## config.mk

```make
export PLATFORM = sky130hd
export DESIGN_NAME = rtab_core
export DESIGN_NICKNAME = d
export VERILOG_FILES = /design/src/pkg/rtab_pkg.sv /design/src/core/rtab_core.sv /design/src/core/rtab_sync3.sv
export SDC_FILE = /design/constraint.sdc
export NUM_CORES = 1
export LEC_CHECK = 0
export BUFFER_PORTS_ARGS = -buffer_cell sky130_fd_sc_hd__buf_2
export CORE_MARGIN = 2
export CORE_UTILIZATION = 55
export CTS_CLUSTER_SIZE = 20
export DETAILED_ROUTE_END_ITERATION = 10
export PLACE_DENSITY = 0.84
export RECOVER_POWER = 100
export SYNTH_ARGS = -nofsm -noshare
export SYNTH_HDL_FRONTEND = slang
export SYNTH_SLANG_ARGS = --single-unit
```

## constraint.sdc

```tcl
create_clock -name ref_clk -period 3 [get_ports ref_clk]
set_input_delay 0 -clock ref_clk [delete_from_list [all_inputs] [get_ports ref_clk]]
set_output_delay 0 -clock ref_clk [all_outputs]
set_load 0.05 [all_outputs]
```

## src/pkg/rtab_pkg.sv

```systemverilog
package rtab_pkg;
   // width of a terminal address
   localparam int ADDR_W = 5;
   // reserved broadcast address
   localparam logic [4:0] BCAST_ADDR = 5'h1F;
   // highest unique address a terminal may take
   localparam logic [4:0] MAX_UNIQUE_ADDR = 5'h1E;
   // clock rate
   localparam int CLK_HZ = 40_000_000;
   // settling time of the strap wiring after reset, in ns
   localparam int SETTLE_NS = 1000;
   // settle count, least time so rounded up, at least one cycle
   localparam int SETTLE_CYC_RAW = (SETTLE_NS * (CLK_HZ / 1_000_000) + 999) / 1000;
   localparam int SETTLE_CYC = (SETTLE_CYC_RAW < 1) ? 1 : SETTLE_CYC_RAW;
   // settle counter width and reset value
   localparam int SETTLE_W = 8;
   localparam logic [7:0] SETTLE_LAST = 8'(SETTLE_CYC - 1);
   localparam logic [7:0] SETTLE_RST = 8'h00;
   // bus identifiers
   localparam logic BUS_A = 1'b0;
   localparam logic BUS_B = 1'b1;
   // reset value of the synchroniser stages
   localparam logic SYNC_RST = 1'b0;
   // address acquisition states, gray along settle, sample, valid
   typedef enum logic [1:0] {
      ACQ_SETTLE  = 2'b00,
      ACQ_CONFIRM = 2'b01,
      ACQ_VALID   = 2'b11,
      ACQ_INVALID = 2'b10
   } rtab_acq_t;
endpackage

```

## src/core/rtab_core.sv

```systemverilog
// Summary of operation
// - other-bus valid command aborts, resets processing
// - reply goes out on new command's bus
// - accept any address zero through thirty
// - address comes from connector strap pins
// - sample and check address after power-up
// - no single fault validates wrong address
// - invalid address silences every response
// - one bus active, except superseding case
// - all-ones address reserved, never unique
`timescale 1ns/1ps
module rtab_core
   import rtab_pkg::*;
(
   // clock and reset
   input wire logic ref_clk,
   input wire logic reset_n,
   // connector strap pins, asynchronous
   input wire logic [4:0] strap_addr,
   input wire logic strap_parity,
   // decoded commands from bus a
   input wire logic cmd_valid_a,
   input wire logic [4:0] cmd_addr_a,
   // decoded commands from bus b
   input wire logic cmd_valid_b,
   input wire logic [4:0] cmd_addr_b,
   // end of the current message from the message logic
   input wire logic msg_done,
   // address status
   output logic addr_valid,
   output logic addr_fail,
   output logic [4:0] own_addr,
   // message control
   output logic msg_active,
   output logic active_bus,
   output logic msg_reset,
   output logic reply_req,
   output logic reply_bus,
   output logic bcast_rx
);
   // filtered strap pins
   logic [5:0] strap_sync;

   // acquisition state
   rtab_acq_t acq_reg, acq_next;
   logic [SETTLE_W-1:0] cnt_reg, cnt_next;
   logic [5:0] first_reg, first_next;
   logic [4:0] addr_reg, addr_next;
   logic valid_reg, valid_next;
   logic fail_reg, fail_next;

   // message state
   logic active_reg, active_next;
   logic bus_reg, bus_next;
   logic mreset_reg, mreset_next;
   logic rreq_reg, rreq_next;
   logic rbus_reg, rbus_next;
   logic bcast_reg, bcast_next;

   // checker terms
   logic par_ok_x; // parity by reduction
   logic par_ok_c; // parity by bit count
   logic range_ok; // not the broadcast address
   logic [2:0] ones_cnt;
   // command decode terms
   logic hit_a, hit_b, bc_a, bc_b, take_a, take_b;

   // strap pins pass the three-stage filter
   rtab_sync3 #(.WIDTH(6)) u_strap_sync (
      .ref_clk(ref_clk),
      .reset_n(reset_n),
      .pin_in({strap_parity, strap_addr}),
      .pin_out(strap_sync)
   );

   // two independent checkers on the same captured word
   always_comb begin
      ones_cnt = 3'h0;
      for (int i = 0; i < 6; i++) begin
         ones_cnt = ones_cnt + {2'h0, first_reg[i]};
      end
      par_ok_x = ^first_reg;
      par_ok_c = ones_cnt[0];
      // all-ones is never a unique address
      range_ok = (first_reg[4:0] <= MAX_UNIQUE_ADDR);
   end

   // next values of the acquisition machine
   always_comb begin
      acq_next = acq_reg;
      cnt_next = cnt_reg;
      first_next = first_reg;
      addr_next = addr_reg;
      valid_next = valid_reg;
      fail_next = fail_reg;
      unique case (acq_reg)
         // wait for the wiring to settle, then capture
         ACQ_SETTLE: begin
            if (cnt_reg == SETTLE_LAST) begin
               cnt_next = SETTLE_RST;
               first_next = strap_sync;
               acq_next = ACQ_CONFIRM;
            end else begin
               cnt_next = cnt_reg + 8'h01;
            end
         end
         // second sample must match and pass both checks
         ACQ_CONFIRM: begin
            if (cnt_reg == SETTLE_LAST) begin
               cnt_next = SETTLE_RST;
               // agreement of samples and of both checkers
               if (strap_sync == first_reg && par_ok_x && par_ok_c && range_ok) begin
                  addr_next = first_reg[4:0];
                  valid_next = 1'b1;
                  acq_next = ACQ_VALID;
               end else begin
                  fail_next = 1'b1;
                  acq_next = ACQ_INVALID;
               end
            end else begin
               cnt_next = cnt_reg + 8'h01;
            end
         end
         // address held until the next reset
         ACQ_VALID: begin
            acq_next = ACQ_VALID;
         end
         // silent until the next reset
         ACQ_INVALID: begin
            acq_next = ACQ_INVALID;
         end
      endcase
   end

   // register the acquisition machine
   always_ff @(posedge ref_clk) begin
      if (!reset_n) begin
         acq_reg <= ACQ_SETTLE;
         cnt_reg <= SETTLE_RST;
         first_reg <= 6'h00;
         addr_reg <= 5'h00;
         valid_reg <= 1'b0;
         fail_reg <= 1'b0;
      end else begin
         acq_reg <= acq_next;
         cnt_reg <= cnt_next;
         first_reg <= first_next;
         addr_reg <= addr_next;
         valid_reg <= valid_next;
         fail_reg <= fail_next;
      end
   end

   // command decode against own address and broadcast
   always_comb begin
      hit_a = cmd_valid_a && (cmd_addr_a == addr_reg);
      hit_b = cmd_valid_b && (cmd_addr_b == addr_reg);
      bc_a = cmd_valid_a && (cmd_addr_a == BCAST_ADDR);
      bc_b = cmd_valid_b && (cmd_addr_b == BCAST_ADDR);
      // nothing is taken without a valid address
      // bus a wins if both buses fire in one cycle
      take_a = valid_reg && (hit_a || bc_a);
      take_b = valid_reg && (hit_b || bc_b) && !take_a;
   end

   // next values of the message control
   always_comb begin
      active_next = active_reg;
      bus_next = bus_reg;
      mreset_next = 1'b0;
      rreq_next = 1'b0;
      rbus_next = rbus_reg;
      bcast_next = 1'b0;
      if (take_a || take_b) begin
         // new command on the other bus aborts the old one
         if (active_reg && (bus_reg != (take_b ? BUS_B : BUS_A))) begin
            mreset_next = 1'b1;
         end
         active_next = 1'b1;
         bus_next = take_b ? BUS_B : BUS_A;
         // reply on the bus the command came in on
         rbus_next = take_b ? BUS_B : BUS_A;
         // broadcast gets no reply
         rreq_next = take_a ? !bc_a : !bc_b;
         bcast_next = take_a ? bc_a : bc_b;
      end else if (msg_done) begin
         // current message finished
         active_next = 1'b0;
      end
   end

   // register the message control
   always_ff @(posedge ref_clk) begin
      if (!reset_n) begin
         active_reg <= 1'b0;
         bus_reg <= BUS_A;
         mreset_reg <= 1'b0;
         rreq_reg <= 1'b0;
         rbus_reg <= BUS_A;
         bcast_reg <= 1'b0;
      end else begin
         active_reg <= active_next;
         bus_reg <= bus_next;
         mreset_reg <= mreset_next;
         rreq_reg <= rreq_next;
         rbus_reg <= rbus_next;
         bcast_reg <= bcast_next;
      end
   end

   // outputs straight from flops
   assign addr_valid = valid_reg;
   assign addr_fail = fail_reg;
   assign own_addr = addr_reg;
   assign msg_active = active_reg;
   assign active_bus = bus_reg;
   assign msg_reset = mreset_reg;
   assign reply_req = rreq_reg;
   assign reply_bus = rbus_reg;
   assign bcast_rx = bcast_reg;
endmodule

```

## src/core/rtab_sync3.sv

```systemverilog
`timescale 1ns/1ps
module rtab_sync3
   import rtab_pkg::*;
#(
   parameter int WIDTH = 6
) (
   // clock and reset
   input wire logic ref_clk,
   input wire logic reset_n,
   // asynchronous pins
   input wire logic [WIDTH-1:0] pin_in,
   // filtered value
   output logic [WIDTH-1:0] pin_out
);
   // three stages, and the agreed value
   logic [WIDTH-1:0] s1_reg, s2_reg, s3_reg, out_reg;
   logic [WIDTH-1:0] out_next;

   // a bit changes only when stages two and three agree
   always_comb begin
      for (int i = 0; i < WIDTH; i++) begin
         out_next[i] = (s2_reg[i] == s3_reg[i]) ? s3_reg[i] : out_reg[i];
      end
   end

   // register the chain
   always_ff @(posedge ref_clk) begin
      if (!reset_n) begin
         s1_reg <= {WIDTH{SYNC_RST}};
         s2_reg <= {WIDTH{SYNC_RST}};
         s3_reg <= {WIDTH{SYNC_RST}};
         out_reg <= {WIDTH{SYNC_RST}};
      end else begin
         s1_reg <= pin_in;
         s2_reg <= s1_reg;
         s3_reg <= s2_reg;
         out_reg <= out_next;
      end
   end

   assign pin_out = out_reg;
endmodule

```

After elaboration in Yosys (flattened, before gate mapping)
Cells that the tools add are included.
Widths: inputs -> output; s select.
{ "word_totals": {"ff_bits": 52, "inputBits": 21, "out_inout_bits": 13} }
{ "classes": {"n_addsub": 6, "n_lt_le_gt_ge": 1, "n_eq_ne": 18, "mux": 11, "bitwise_logic": 1, "reduce_logical": 26} }
{ "ops": {"columns": ["cell", "count"], "rows": [
  ["$logic_and 1x1->1", 11],
  ["$eq 5x5->1", 2],
  ["$eq 5x5->1 const B", 2],
  ["$add 8x1->8 const B", 1],
  ["$eq 8x6->1 const B", 1],
  ["$mux 8", 1],
  ["$pmux 2 s4", 1],
  ["$mux 1", 7],
  ["$eq 1x1->1", 6],
  ["$eq 6x6->1", 1],
  ["$reduce_and 2->1", 3],
  ["$reduce_and 3->1", 2],
  ["$reduce_xor 6->1", 1],
  ["$add 1x1->1", 5],
  ["$le 5x5->1 const B", 1],
  ["$eq 2x2->1 const B", 2],
  ["$mux 2", 2],
  ["$ne 2x2->1 const B", 2],
  ["$logic_not 1->1", 3],
  ["$logic_or 1x1->1", 3],
  ["$eq 2x1->1 const B", 1],
  ["$logic_not 2->1", 1],
  ["$reduce_bool 2->1", 1],
  ["$reduce_or 2->1", 1],
  ["other kinds (2)", 2]
]} }

Logic depth before layout (Yosys ltp)
Gate-level depths: netlist (run 1).
{ "depth": {"ltp_word": 10, "depth_mapped": 7, "mapped_depth_nobuf": 7} }

By module
A second synthesis (run 1) with hierarchy kept.
{ "hier_totals": {"cells_unflattened": 212, "area_unflattened_um2": 2110.8} }
{ "by_module_without_submodules": {"columns": ["mod", "instances", "cells_per_inst", "area_per_inst_um2"], "rows": [
  ["rtab_core", 1, 150, 1400.1],
  ["rtab_sync3", 1, 62, 710.7]
]} }

Worst setup path before layout (run 1)
OpenSTA, ideal clock, no wires.
{ "synth_timing": {"path_type": "register -> register", "start": "register first_reg[0]", "end": "register addr_reg[2], in the netlist own_addr[2]", "t_arrival_ps": 2113, "setup_slack_ps": 759, "stages_incl_launch_ff": 8, "path_cell_list": "dfxtp_1 -> inv_1 -> ha_1 -> xor3_1 -> or3_4 -> a2111oi_4 -> mux2i_1 -> nor2_1"} }
{ "synth_between": {"elab_chain_len": 8, "word_cells_on_any_way": 12, "cone_classes": "add/sub: 5; order compare: 1; eq/ne: 1; reduce/logical: 5"} }
{ "synth_rtl": {"columns": ["item", "line", "text"], "rows": [
  ["from (decl)", "rtab_core.sv:47", "logic [5:0] first_reg, first_next;"],
  ["from (signal assigned)", "rtab_core.sv:147", "first_reg <= first_next;"],
  ["$add 1x1->1 (5 in series)", "rtab_core.sv:80", "ones_cnt = ones_cnt + {2'h0, first_reg[i]};"],
  ["$logic_and 1x1->1", "rtab_core.sv:112", "if (strap_sync == first_reg && par_ok_x && par_ok_c && range_ok) begin"],
  ["$logic_and 1x1->1 *", "rtab_core.sv:112", null],
  ["$reduce_and 3->1 (no line) *", null, null],
  ["to (signal assigned)", "rtab_core.sv:148", "addr_reg <= addr_next;"],
  ["to (decl)", "rtab_core.sv:48", "logic [4:0] addr_reg, addr_next;"]
]} }
Every way passes the cells marked *; elsewhere a longest branch is shown, timed or not.
A chain may end at the register's enable or synchronous reset.

Worst setup path in the final report (run 1)
{ "layout_timing": {"start": "register first_reg[0]", "end": "register addr_reg[1], in the netlist own_addr[1]"} }
The elaborated chain is that of the path after synthesis.

==> summary.md, run 1 <==
| Metric | Value |
|---|---|
| Core area | `0.00369 mm^2` |
| Global route overflow | `0` |
| Synthesis-to-finish area growth | `16.3%` |
| Avg Inst Size Synth | `9.68 um^2` |
| Initial antenna violation count | `0` |
| Final hold vios | `0` |
| Seq/Total Area, Yosys | `0.493` |
| Synth Flop Type | `dfxtp_1` |
| # fillers | `314` |
| Critical Path RT | `3.16 ns` |
| Clk sink count | `52` |
| Via count | `1,627` |
| Final WL | `3.97 mm` |
| H-tree levels | `2` |
| # rows | `22` |
| Die H | `66.0 um` |
| Area of the multi-input gates | `0.00103 mm^2` |
| Initial Util | `0.572` |
| Pre-CTS setup slack | `0.548 ns` |
| Status | `finished clean` |
| Crit path kind | `flop to flop` |
| Yosys Warn Count | `0` |
| Final instance area | `0.00245 mm^2` |
| Placed Area | `0.00231 mm^2` |
| Leakage | `0.933 nW` |
| Final setup violating endpoints | `0` |
| DR iter-0 viols | `43` |
| Post-cts sizing count | `0` |
| Synth Register Bits | `52` |
| Die Footprint | `0.00435 mm^2` |
| Share of cells above drive strength 1 | `0.111` |
| Max reg flops | `8` |
| RD Place Congestion | `0.830` |
| PwrDens | `464 mW/mm^2` |
| Peak Freq | `398 MHz` |
| HP Class | `primary input to flop` |
| Post-CTS Hold Fix Bufs | `9` |
| Worst rel slew slack | `0.423` |
| Skew-Pair Late Insertion Delay | `0.30 ns` |
| Clk buf depth | `2` |
| Routed len/inst | `12.8 um` |
| Total Routing Usage GR | `0.195` |
| Syn nets | `242` |
| CP Capture Type | `flop` |
| Worst setup SP type | `flop` |
| TritonCTS clock tree | `done` |
| HPWL Detailed | `2.85 mm` |
| VDD IR max | `0.000301 V` |
| Routed Antenna Nets | `0` |
| Root buffer cell | `clkbuf_8` |
| Min Tclk post-route | `2.51 ns` |
| R2R depth | `7` |
| Final Skew | `0.00839 ns` |
| Post-Syn Area | `0.00211 mm^2` |
| IO Count | `34` |
| Vias in the first global route | `1,464` |
| Num CTS Buffers | `5` |
| Crit path DAT | `2.67 ns` |
| Clock transition at path regs | `0.09 ns` |
| Synth cell types | `34` |
| RSZ-0062 raised after global routing | `false` |
| Fin cells | `309` |
| Drt via density | `5.27` |
| Die Width | `66.0 um` |
| Post-synthesis instance total | `218` |
| FF+latch area | `0.00104 mm^2` |
| Slack of the critical path | `0.490 ns` |
| Max FO, Critical Path | `6` |
| Port Buffers | `33` |
| Drt pass-1 iters | `4` |
| FFs w/ async S/R, synth | `0` |
| Hold path depth | `3` |
| First-pass GRT wire length | `6.33 mm` |
| Final nets | `285` |
| Largest net degree at the start of global routing | `25` |
| Setup_tns | `0 ns` |
| Post-synth EDFFs | `0` |
| Worst Tran Pin Value | `0.866 ns` |
| Diodes inserted | `0` |
| # Max-Cap Violations | `0` |
| Final Max Tran Viols | `0` |
| Final period utilization | `0.837` |
| Post-CTS Setup Inserts | `0` |
| DRC errors left | `0` |
| Post-Place Cells | `293` |
metrics by stage:
step | power [mW] | hold slack [ns] | utilization
6_report | 1.14 | 0.000364 | 0.666
4_1_cts | 1.15 | 0.00151 | 0.672
3_5_place_dp | 0.781 | 0.210 | 0.626
5_1_grt | 1.18 | 0.0319 | 0.666
2_1_floorplan | 0.756 | 0.127 | -
3_3_place_gp | 0.778 | 0.205 | 0.626
synthesized netlist by cell type (4+ instances only):
cell       n  area, um^2
nand3_1    9        45.0
xnor2_1    9        78.8
a21oi_1   12        60.1
mux2i_1   11         110
dfxtp_1   52        1040
nor2_1    27         101
and2_1    19         119
nand2_1   13        48.8
o21ai_0   10        50.1
xor2_1    14         123
clkbuf_1   5        18.8
nand4_1    4        25.0
report_power, final:
part,leakage [nW],internal [mW],switching (mW)
clock,0.0410,0.159,0.206
combinational,0.469,0.0315,0.0301
sequential,0.423,0.703,0.00809
total,0.933,0.893,0.245
cell usage in the layout (no fill, tap or decap), types with 2 or more instances in the layout:
cell type	instances
dfxtp_1	52
nor2_1	27
buf_2	19
clkbuf_1	15
xor2_1	14
nand2_1	13
a21oi_1	12
mux2i_1	11
and2_1	11
o21ai_0	10
nand3_1	9
xnor2_1	9
and2_0	9
dlygate4sd3_1	9
clkbuf_8	5
nand4_1	4
nor2b_1	3
and3_1	3
a211oi_1	3
ha_1	3
inv_1	2
nor4_1	2
a31o_2	2
area by class of cell:
type,instances,share of cell area
well taps,48,0.0245
inverters,2,0.00306
clock inverters,1,0.00204
clock buffers,6,0.0296
repair buffers,42,0.0968
flip-flops and latches,52,0.424
multi-input cells,158,0.420
per-layer routing:
layer	GRT usage	part of all wire	vias to the layer above
met5	0	0	-
met4	0.0893	0.021	0
met3	0.0579	0.058	9
met2	0.337	0.48	48
met1	0.219	0.44	743
li1	-	-	827
logic make-up after synthesis:
family,after synthesis,share of synthesized area
buffers and inverters,8,0.0160
DFF,52,0.493
AOI/OAI and AO/OA,31,0.0943
xor gates and xnor gates,24,0.107
and+or+nand+nor,89,0.220
muxes,11,0.0522
adders and majority gates,3,0.0178
worst max-delay path, stage by stage, from the launching register on:
cell       delay, ns
dfxtp_1         0.40
inv_1           0.07
ha_1            0.29
xor3_1          0.22
or3_1           0.42
a2111oi_4       0.62
mux2i_1         0.30
nor2_1          0.06
final timing paths:
kind	start	slack, ns	end
max	first_reg[0]$_SDFFE_PN0P_	0.49	own_addr[1]$_SDFFE_PN0P_
min	cmd_valid_a	0.0004	reply_req$_SDFF_PN0_
max reg2reg	first_reg[0]$_SDFFE_PN0P_	0.49	own_addr[1]$_SDFFE_PN0P_
min reg2reg	u_strap_sync.s1_reg[4]$_SDFF_PN0_	0.44	u_strap_sync.s2_reg[4]$_SDFF_PN0_
Power figures use the tool's default switching activity.
==> inputs of run 2 (changes only) <==
clock period = 2.65 ns   (was 3 ns; I/O delays follow)
==> run 2 against run 1 <==
Effect of this change:
- first-iteration DRC count increased by 28%
- count of clock-buffer cells in the layout is 1 lower
- power rose by 17%
- register-to-register slack got worse by 0.32 ns
- critical path type unchanged
- largest power group unchanged
==> summary.md, run 2 (synthesis gave the netlist of run 1 again) <==
| Metric | Value |
|---|---|
| Die H | `66.0 um` |
| # rows | `22` |
| Synthesis-to-finish area growth | `18.1%` |
| Status | `finished clean` |
| Total Routing Usage GR | `0.195` |
| H-tree levels | `2` |
| Max reg flops | `8` |
| Leakage | `0.949 nW` |
| Worst rel slew slack | `0.446` |
| CP top delay family | `compound AO/OA/AOI/OAI gates` |
| HP Class | `primary input to flop` |
| First-pass GRT wire length | `6.49 mm` |
| Port Buffers | `33` |
| DR iter-0 viols | `55` |
| # fillers | `312` |
| Buf+Inv Stages, Crit Path | `1` |
| Final setup violating endpoints | `0` |
| Max FO, Critical Path | `6` |
| Crit path kind | `flop to flop` |
| Initial antenna violation count | `0` |
| Num CTS Buffers | `5` |
| Routed Antenna Nets | `0` |
| Worst Tran Pin Value | `0.831 ns` |
| Final nets | `288` |
| Root buffer cell | `clkbuf_8` |
| RSZ-0062 raised after global routing | `false` |
| Worst-path cell chain | `inv_1 > ha_1 > xor3_1 > or3_1 > a2111oi_4 > mux2i_1 > nor2_1` |
| Min Tclk post-route | `2.48 ns` |
| HPWL Detailed | `2.66 mm` |
| Global route overflow | `0` |
| # Max-Cap Violations | `0` |
| Crit path DAT | `2.66 ns` |
| RD Place Congestion | `0.831` |
| PwrDens | `535 mW/mm^2` |
| Initial Util | `0.572` |
| Final Max Tran Viols | `0` |
| Skew-Pair Late Insertion Delay | `0.31 ns` |
| Most frequent cells in the layout | `dfxtp_1, nor2_1, buf_2` |
| CP Capture Type | `flop` |
| Core area | `0.00369 mm^2` |
| Drt via density | `5.19` |
| Die Width | `66.0 um` |
| VDD IR max | `0.000357 V` |
| Die Footprint | `0.00435 mm^2` |
| Diodes inserted | `0` |
| Largest net degree at the start of global routing | `25` |
| Final WL | `3.84 mm` |
| Final hold vios | `0` |
| Worst setup SP type | `flop` |
| Slowest-stage cell, CP | `a2111oi_4` |
| IO Count | `34` |
| Most common cell after layout, fill and taps aside | `dfxtp_1` |
| Slack of the critical path | `0.167 ns` |
| Pre-CTS setup slack | `0.245 ns` |
| Setup_tns | `0 ns` |
| Clock transition at path regs | `0.10 ns` |
| TritonCTS clock tree | `done` |
| Vias in the first global route | `1,583` |
| Final Skew | `0.0132 ns` |
| Slowest stage delay, CP | `0.63 ns` |
| DRC errors left | `0` |
| Clk sink count | `52` |
| Drt pass-1 iters | `4` |
| Final period utilization | `0.937` |
| Routed len/inst | `12.3 um` |
| Clk buf depth | `2` |
| Peak Freq | `403 MHz` |
| Critical Path RT | `2.83 ns` |
| Via count | `1,624` |
| Share of cells above drive strength 1 | `0.121` |
| Post-cts sizing count | `0` |
-- run 2: per-layer routing --
layer	track usage	part of all wire	wire length [um]
met5	0	0	0
met4	0.0663	0.014	53
met3	0.0613	0.057	220
met2	0.351	0.47	1830
met1	0.217	0.45	1740
-- run 2: path summary, 6_finish.rpt --
| check | from | end | slack, ns | cells past startpoint |
|---|---|---|---|---|
| max | first_reg[0]$_SDFFE_PN0P_ | own_addr[3]$_SDFFE_PN0P_ | 0.17 | 7 |
| min | cmd_addr_a[1] | reply_req$_SDFF_PN0_ | 0.07 | 3 |
| max reg2reg | first_reg[0]$_SDFFE_PN0P_ | own_addr[3]$_SDFFE_PN0P_ | 0.17 | 7 |
| min reg2reg | u_strap_sync.s1_reg[3]$_SDFF_PN0_ | u_strap_sync.s2_reg[3]$_SDFF_PN0_ | 0.44 | 1 |
-- run 2: what timing repair did --
item	in CTS	in global routing
setup buffers	0	0
endpoints found under the hold margin	9	0
hold buffers	10	0
-- run 2: tightest hold or removal path, stage by stage --
cell and delay [ns]:
buf_2 0.11, and3_1 0.18, a211oi_1 0.05
-- run 2: cell type report --
| cell class | instances | area (um^2) | area share |
|---|---|---|---|
| Timing Repair Buffer | 45 | 259 | 0.104 |
| Sequential cell | 52 | 1040 | 0.418 |
| Multi-Input combinational cell | 158 | 1030 | 0.414 |
| Clock inverter | 3 | 25.0 | 0.0100 |
| Clock buffer | 5 | 68.8 | 0.0276 |
| Inverter | 2 | 7.51 | 0.00301 |
| Tap cell | 48 | 60.1 | 0.0241 |
-- run 2: power breakdown --
group	internal [mW]	switching (mW)
Clock	0.193	0.264
Sequential	0.796	0.00851
Combinational	0.0377	0.0339
Total	1.03	0.307
-- run 2: per-stage QoR --
| stage | util | hold slack (ns) | std cells | total power [mW] | area (um^2) |
|---|---|---|---|---|---|
| finish | 0.676 | 0.0672 | 313 | 1.33 | 2490 |
| global route | 0.676 | 0.0830 | 313 | 1.39 | 2490 |
| CTS | 0.683 | 0.0562 | 313 | 1.35 | 2520 |
| detailed placement | 0.630 | 0.208 | 295 | 0.884 | 2320 |
| global placement | 0.630 | 0.205 | 295 | 0.881 | 2320 |
| floorplan | - | 0.127 | 218 | 0.856 | 2110 |
==> inputs of run 3 (changes only) <==
CORE_UTILIZATION = 35   (was 55)
PLACE_DENSITY = 0.6   (was 0.84)
==> run 3 against run 2 <==
Effect of this change:
- first-iteration DRC count shrank 45%
- final cell count grew 9.3%
- sequential share of layout area shrank 0.84 points
- combinational power is essentially flat
- clock skew shrank 0.0083 ns
- cell area grew 2.1%
- worst setup slack gained 0.097 ns
- power grew 0.68%
- worst hold slack lost 0.0033 ns
- register-to-register slack gained 0.097 ns
- via count shrank 0.12%
- largest cell class unchanged
==> summary.md, run 3 (synthesis gave the netlist of run 1 again) <==
| Metric | Value |
|---|---|
| Worst reg2reg setup slack | `0.26 ns` |
| Diodes inserted | `0` |
| Die H | `81.7 um` |
| Sw frac | `0.234` |
| Top Metal Used | `met4` |
| DRC errors left | `0` |
| Combinational share of power | `0.053` |
| Final nets | `290` |
| Critical Path RT | `2.82 ns` |
| TritonCTS clock tree | `done` |
| Met3 WL | `222 um` |
| Flop pwr share | `0.599` |
| Max reg flops | `8` |
| HPWL Detailed | `2.69 mm` |
| Skew-Pair Late Insertion Delay | `0.31 ns` |
| Hold path depth | `4` |
| Clk sink count | `52` |
| CP Capture Type | `flop` |
| Critical Path Start | `first_reg[0]$_SDFFE_PN0P_` |
| Vias in the first global route | `1,452` |
| Share of cells above drive strength 1 | `0.127` |
| Max FO, Critical Path | `6` |
| Final period utilization | `0.900` |
| Post-Place Cells | `324` |
| Final setup violating endpoints | `0` |
| H-tree levels | `2` |
| Wl on met1 | `1.94 mm` |
| Port Buffers | `33` |
| Fin cells | `342` |
| Final WL | `3.89 mm` |
| Final Max Tran Viols | `0` |
| Drt via density | `4.74` |
| Routed Antenna Nets | `0` |
| NetSw | `315 uW` |
| Cell internal pwr | `1.03 mW` |
| Most frequent cells in the layout | `dfxtp_1, nor2_1, buf_2` |
| Met2 WL | `1.65 mm` |
| Worst Tran Pin Value | `0.895 ns` |
| Worst Hold Path EP | `reply_req$_SDFF_PN0_` |
| Die Width | `81.7 um` |
| Core area | `0.00589 mm^2` |
| Initial Util | `0.359` |
| Most common cell after layout, fill and taps aside | `dfxtp_1` |
| Drt pass-1 iters | `4` |
| RSZ-0062 raised after global routing | `false` |
| Min Tclk post-route | `2.39 ns` |
| Status | `finished clean` |
| Total Routing Usage GR | `0.125` |
| Critical R2R Launch | `first_reg[0]$_SDFFE_PN0P_` |
| Crit path kind | `flop to flop` |
| Final hold vios | `0` |
| R2R depth | `8` |
| First-pass GRT wire length | `6.42 mm` |
| Clk pwr share | `0.347` |
| Final Util | `0.432` |
| Die Footprint | `0.00667 mm^2` |
| Largest net degree at the start of global routing | `25` |
| # Max-Cap Violations | `0` |
| Peak Freq | `419 MHz` |
| Leakage | `0.961 nW` |
| IO Count | `34` |
| DR iter-0 viols | `30` |
| Routed len/inst | `11.4 um` |
| Worst min-delay path startpoint | `cmd_addr_a[2]` |
| Via count | `1,622` |
| Setup_tns | `0 ns` |
| R2R Path End | `own_addr[4]$_SDFFE_PN0P_` |
| Crit path DAT | `2.56 ns` |
| Root buffer cell | `clkbuf_8` |
| RD Place Congestion | `0.789` |
| VDD IR max | `0.000307 V` |
| Worst rel slew slack | `0.403` |
| Clk buf depth | `2` |
| # rows | `28` |
| Clock transition at path regs | `0.10 ns` |
| HP Class | `primary input to flop` |
| Final Skew | `0.00485 ns` |
| Worst setup SP type | `flop` |
| Global route overflow | `0` |
| Initial antenna violation count | `0` |
| # fillers | `607` |
| PwrDens | `528 mW/mm^2` |
| Synthesis-to-finish area growth | `20.5%` |
| Num CTS Buffers | `5` |
run 3: cell types whose count changed in the layout (fill, tap and decap cells not counted):
| cell | before | now |
|---|---|---|
| buf_4 | 1 | 3 |
| inv_6 | 2 | 0 |
| clkinv_4 | 0 | 1 |
| inv_8 | 0 | 1 |
run 3: layer usage:
metal  up-vias  GRT usage
met5         -          0
met4         0     0.0550
met3         8     0.0374
met2        39      0.208
met1       735      0.150
li1        840          -
run 3: how the worst max path moves through the flow:
stage	endpoint	slack, ns	cells after the start
final	own_addr[4]$_SDFFE_PN0P_	0.26	8
after global routing	own_addr[2]$_SDFFE_PN0P_	0.12	8
after CTS	own_addr[4]$_SDFFE_PN0P_	0.28	8
after detailed placement	own_addr[4]$_SDFFE_PN0P_	0.31	8
after global placement	own_addr[4]$_SDFFE_PN0P_	0.38	8
after floorplan	own_addr[2]$_SDFFE_PN0P_	0.41	7
run 3: what timing repair did:
action / in CTS / in global routing
endpoints found under the hold margin: 9 / 0
buffers inserted: 0 / 0
resized for setup: 0 / 0
hold buffers: 10 / 0
run 3: worst max-delay path: stages, from the launching register on:
cell       delay (ns)
dfxtp_1          0.40
inv_1            0.06
ha_1             0.29
xor3_1           0.24
or3_1            0.42
a2111oi_4        0.37
buf_4            0.22
mux2i_1          0.19
nor2_1           0.06
run 3: power groups by stage:
stage	registers [mW]	clock network [mW]	logic (mW)
after global placement	0.822	0	0.0607
after global routing	0.807	0.521	0.0809
final	0.804	0.466	0.0715
after detailed placement	0.823	0	0.0621
after floorplan	0.821	0	0.0350
after CTS	0.805	0.490	0.0727
run 3: cell type report:
cell class                      count  area, um^2  area share
Timing Repair Buffer               47         274       0.108
Clock inverter                      3        27.5      0.0108
Sequential cell                    52        1040       0.409
Multi-Input combinational cell    158        1030       0.405
Tap cell                           75        93.8      0.0369
Clock buffer                        5        68.8      0.0271
Inverter                            2        7.51     0.00295
run 3: metrics by stage:
step	power, mW	hold WS [ns]	worst slack, ns	instance area [um^2]
after detailed placement	0.885	0.210	0.310	2370
final	1.34	0.0639	0.265	2540
after CTS	1.37	0.0582	0.284	2570
after floorplan	0.856	0.127	0.409	2110
after global placement	0.883	0.205	0.380	2370
after global routing	1.41	0.0652	0.122	2540
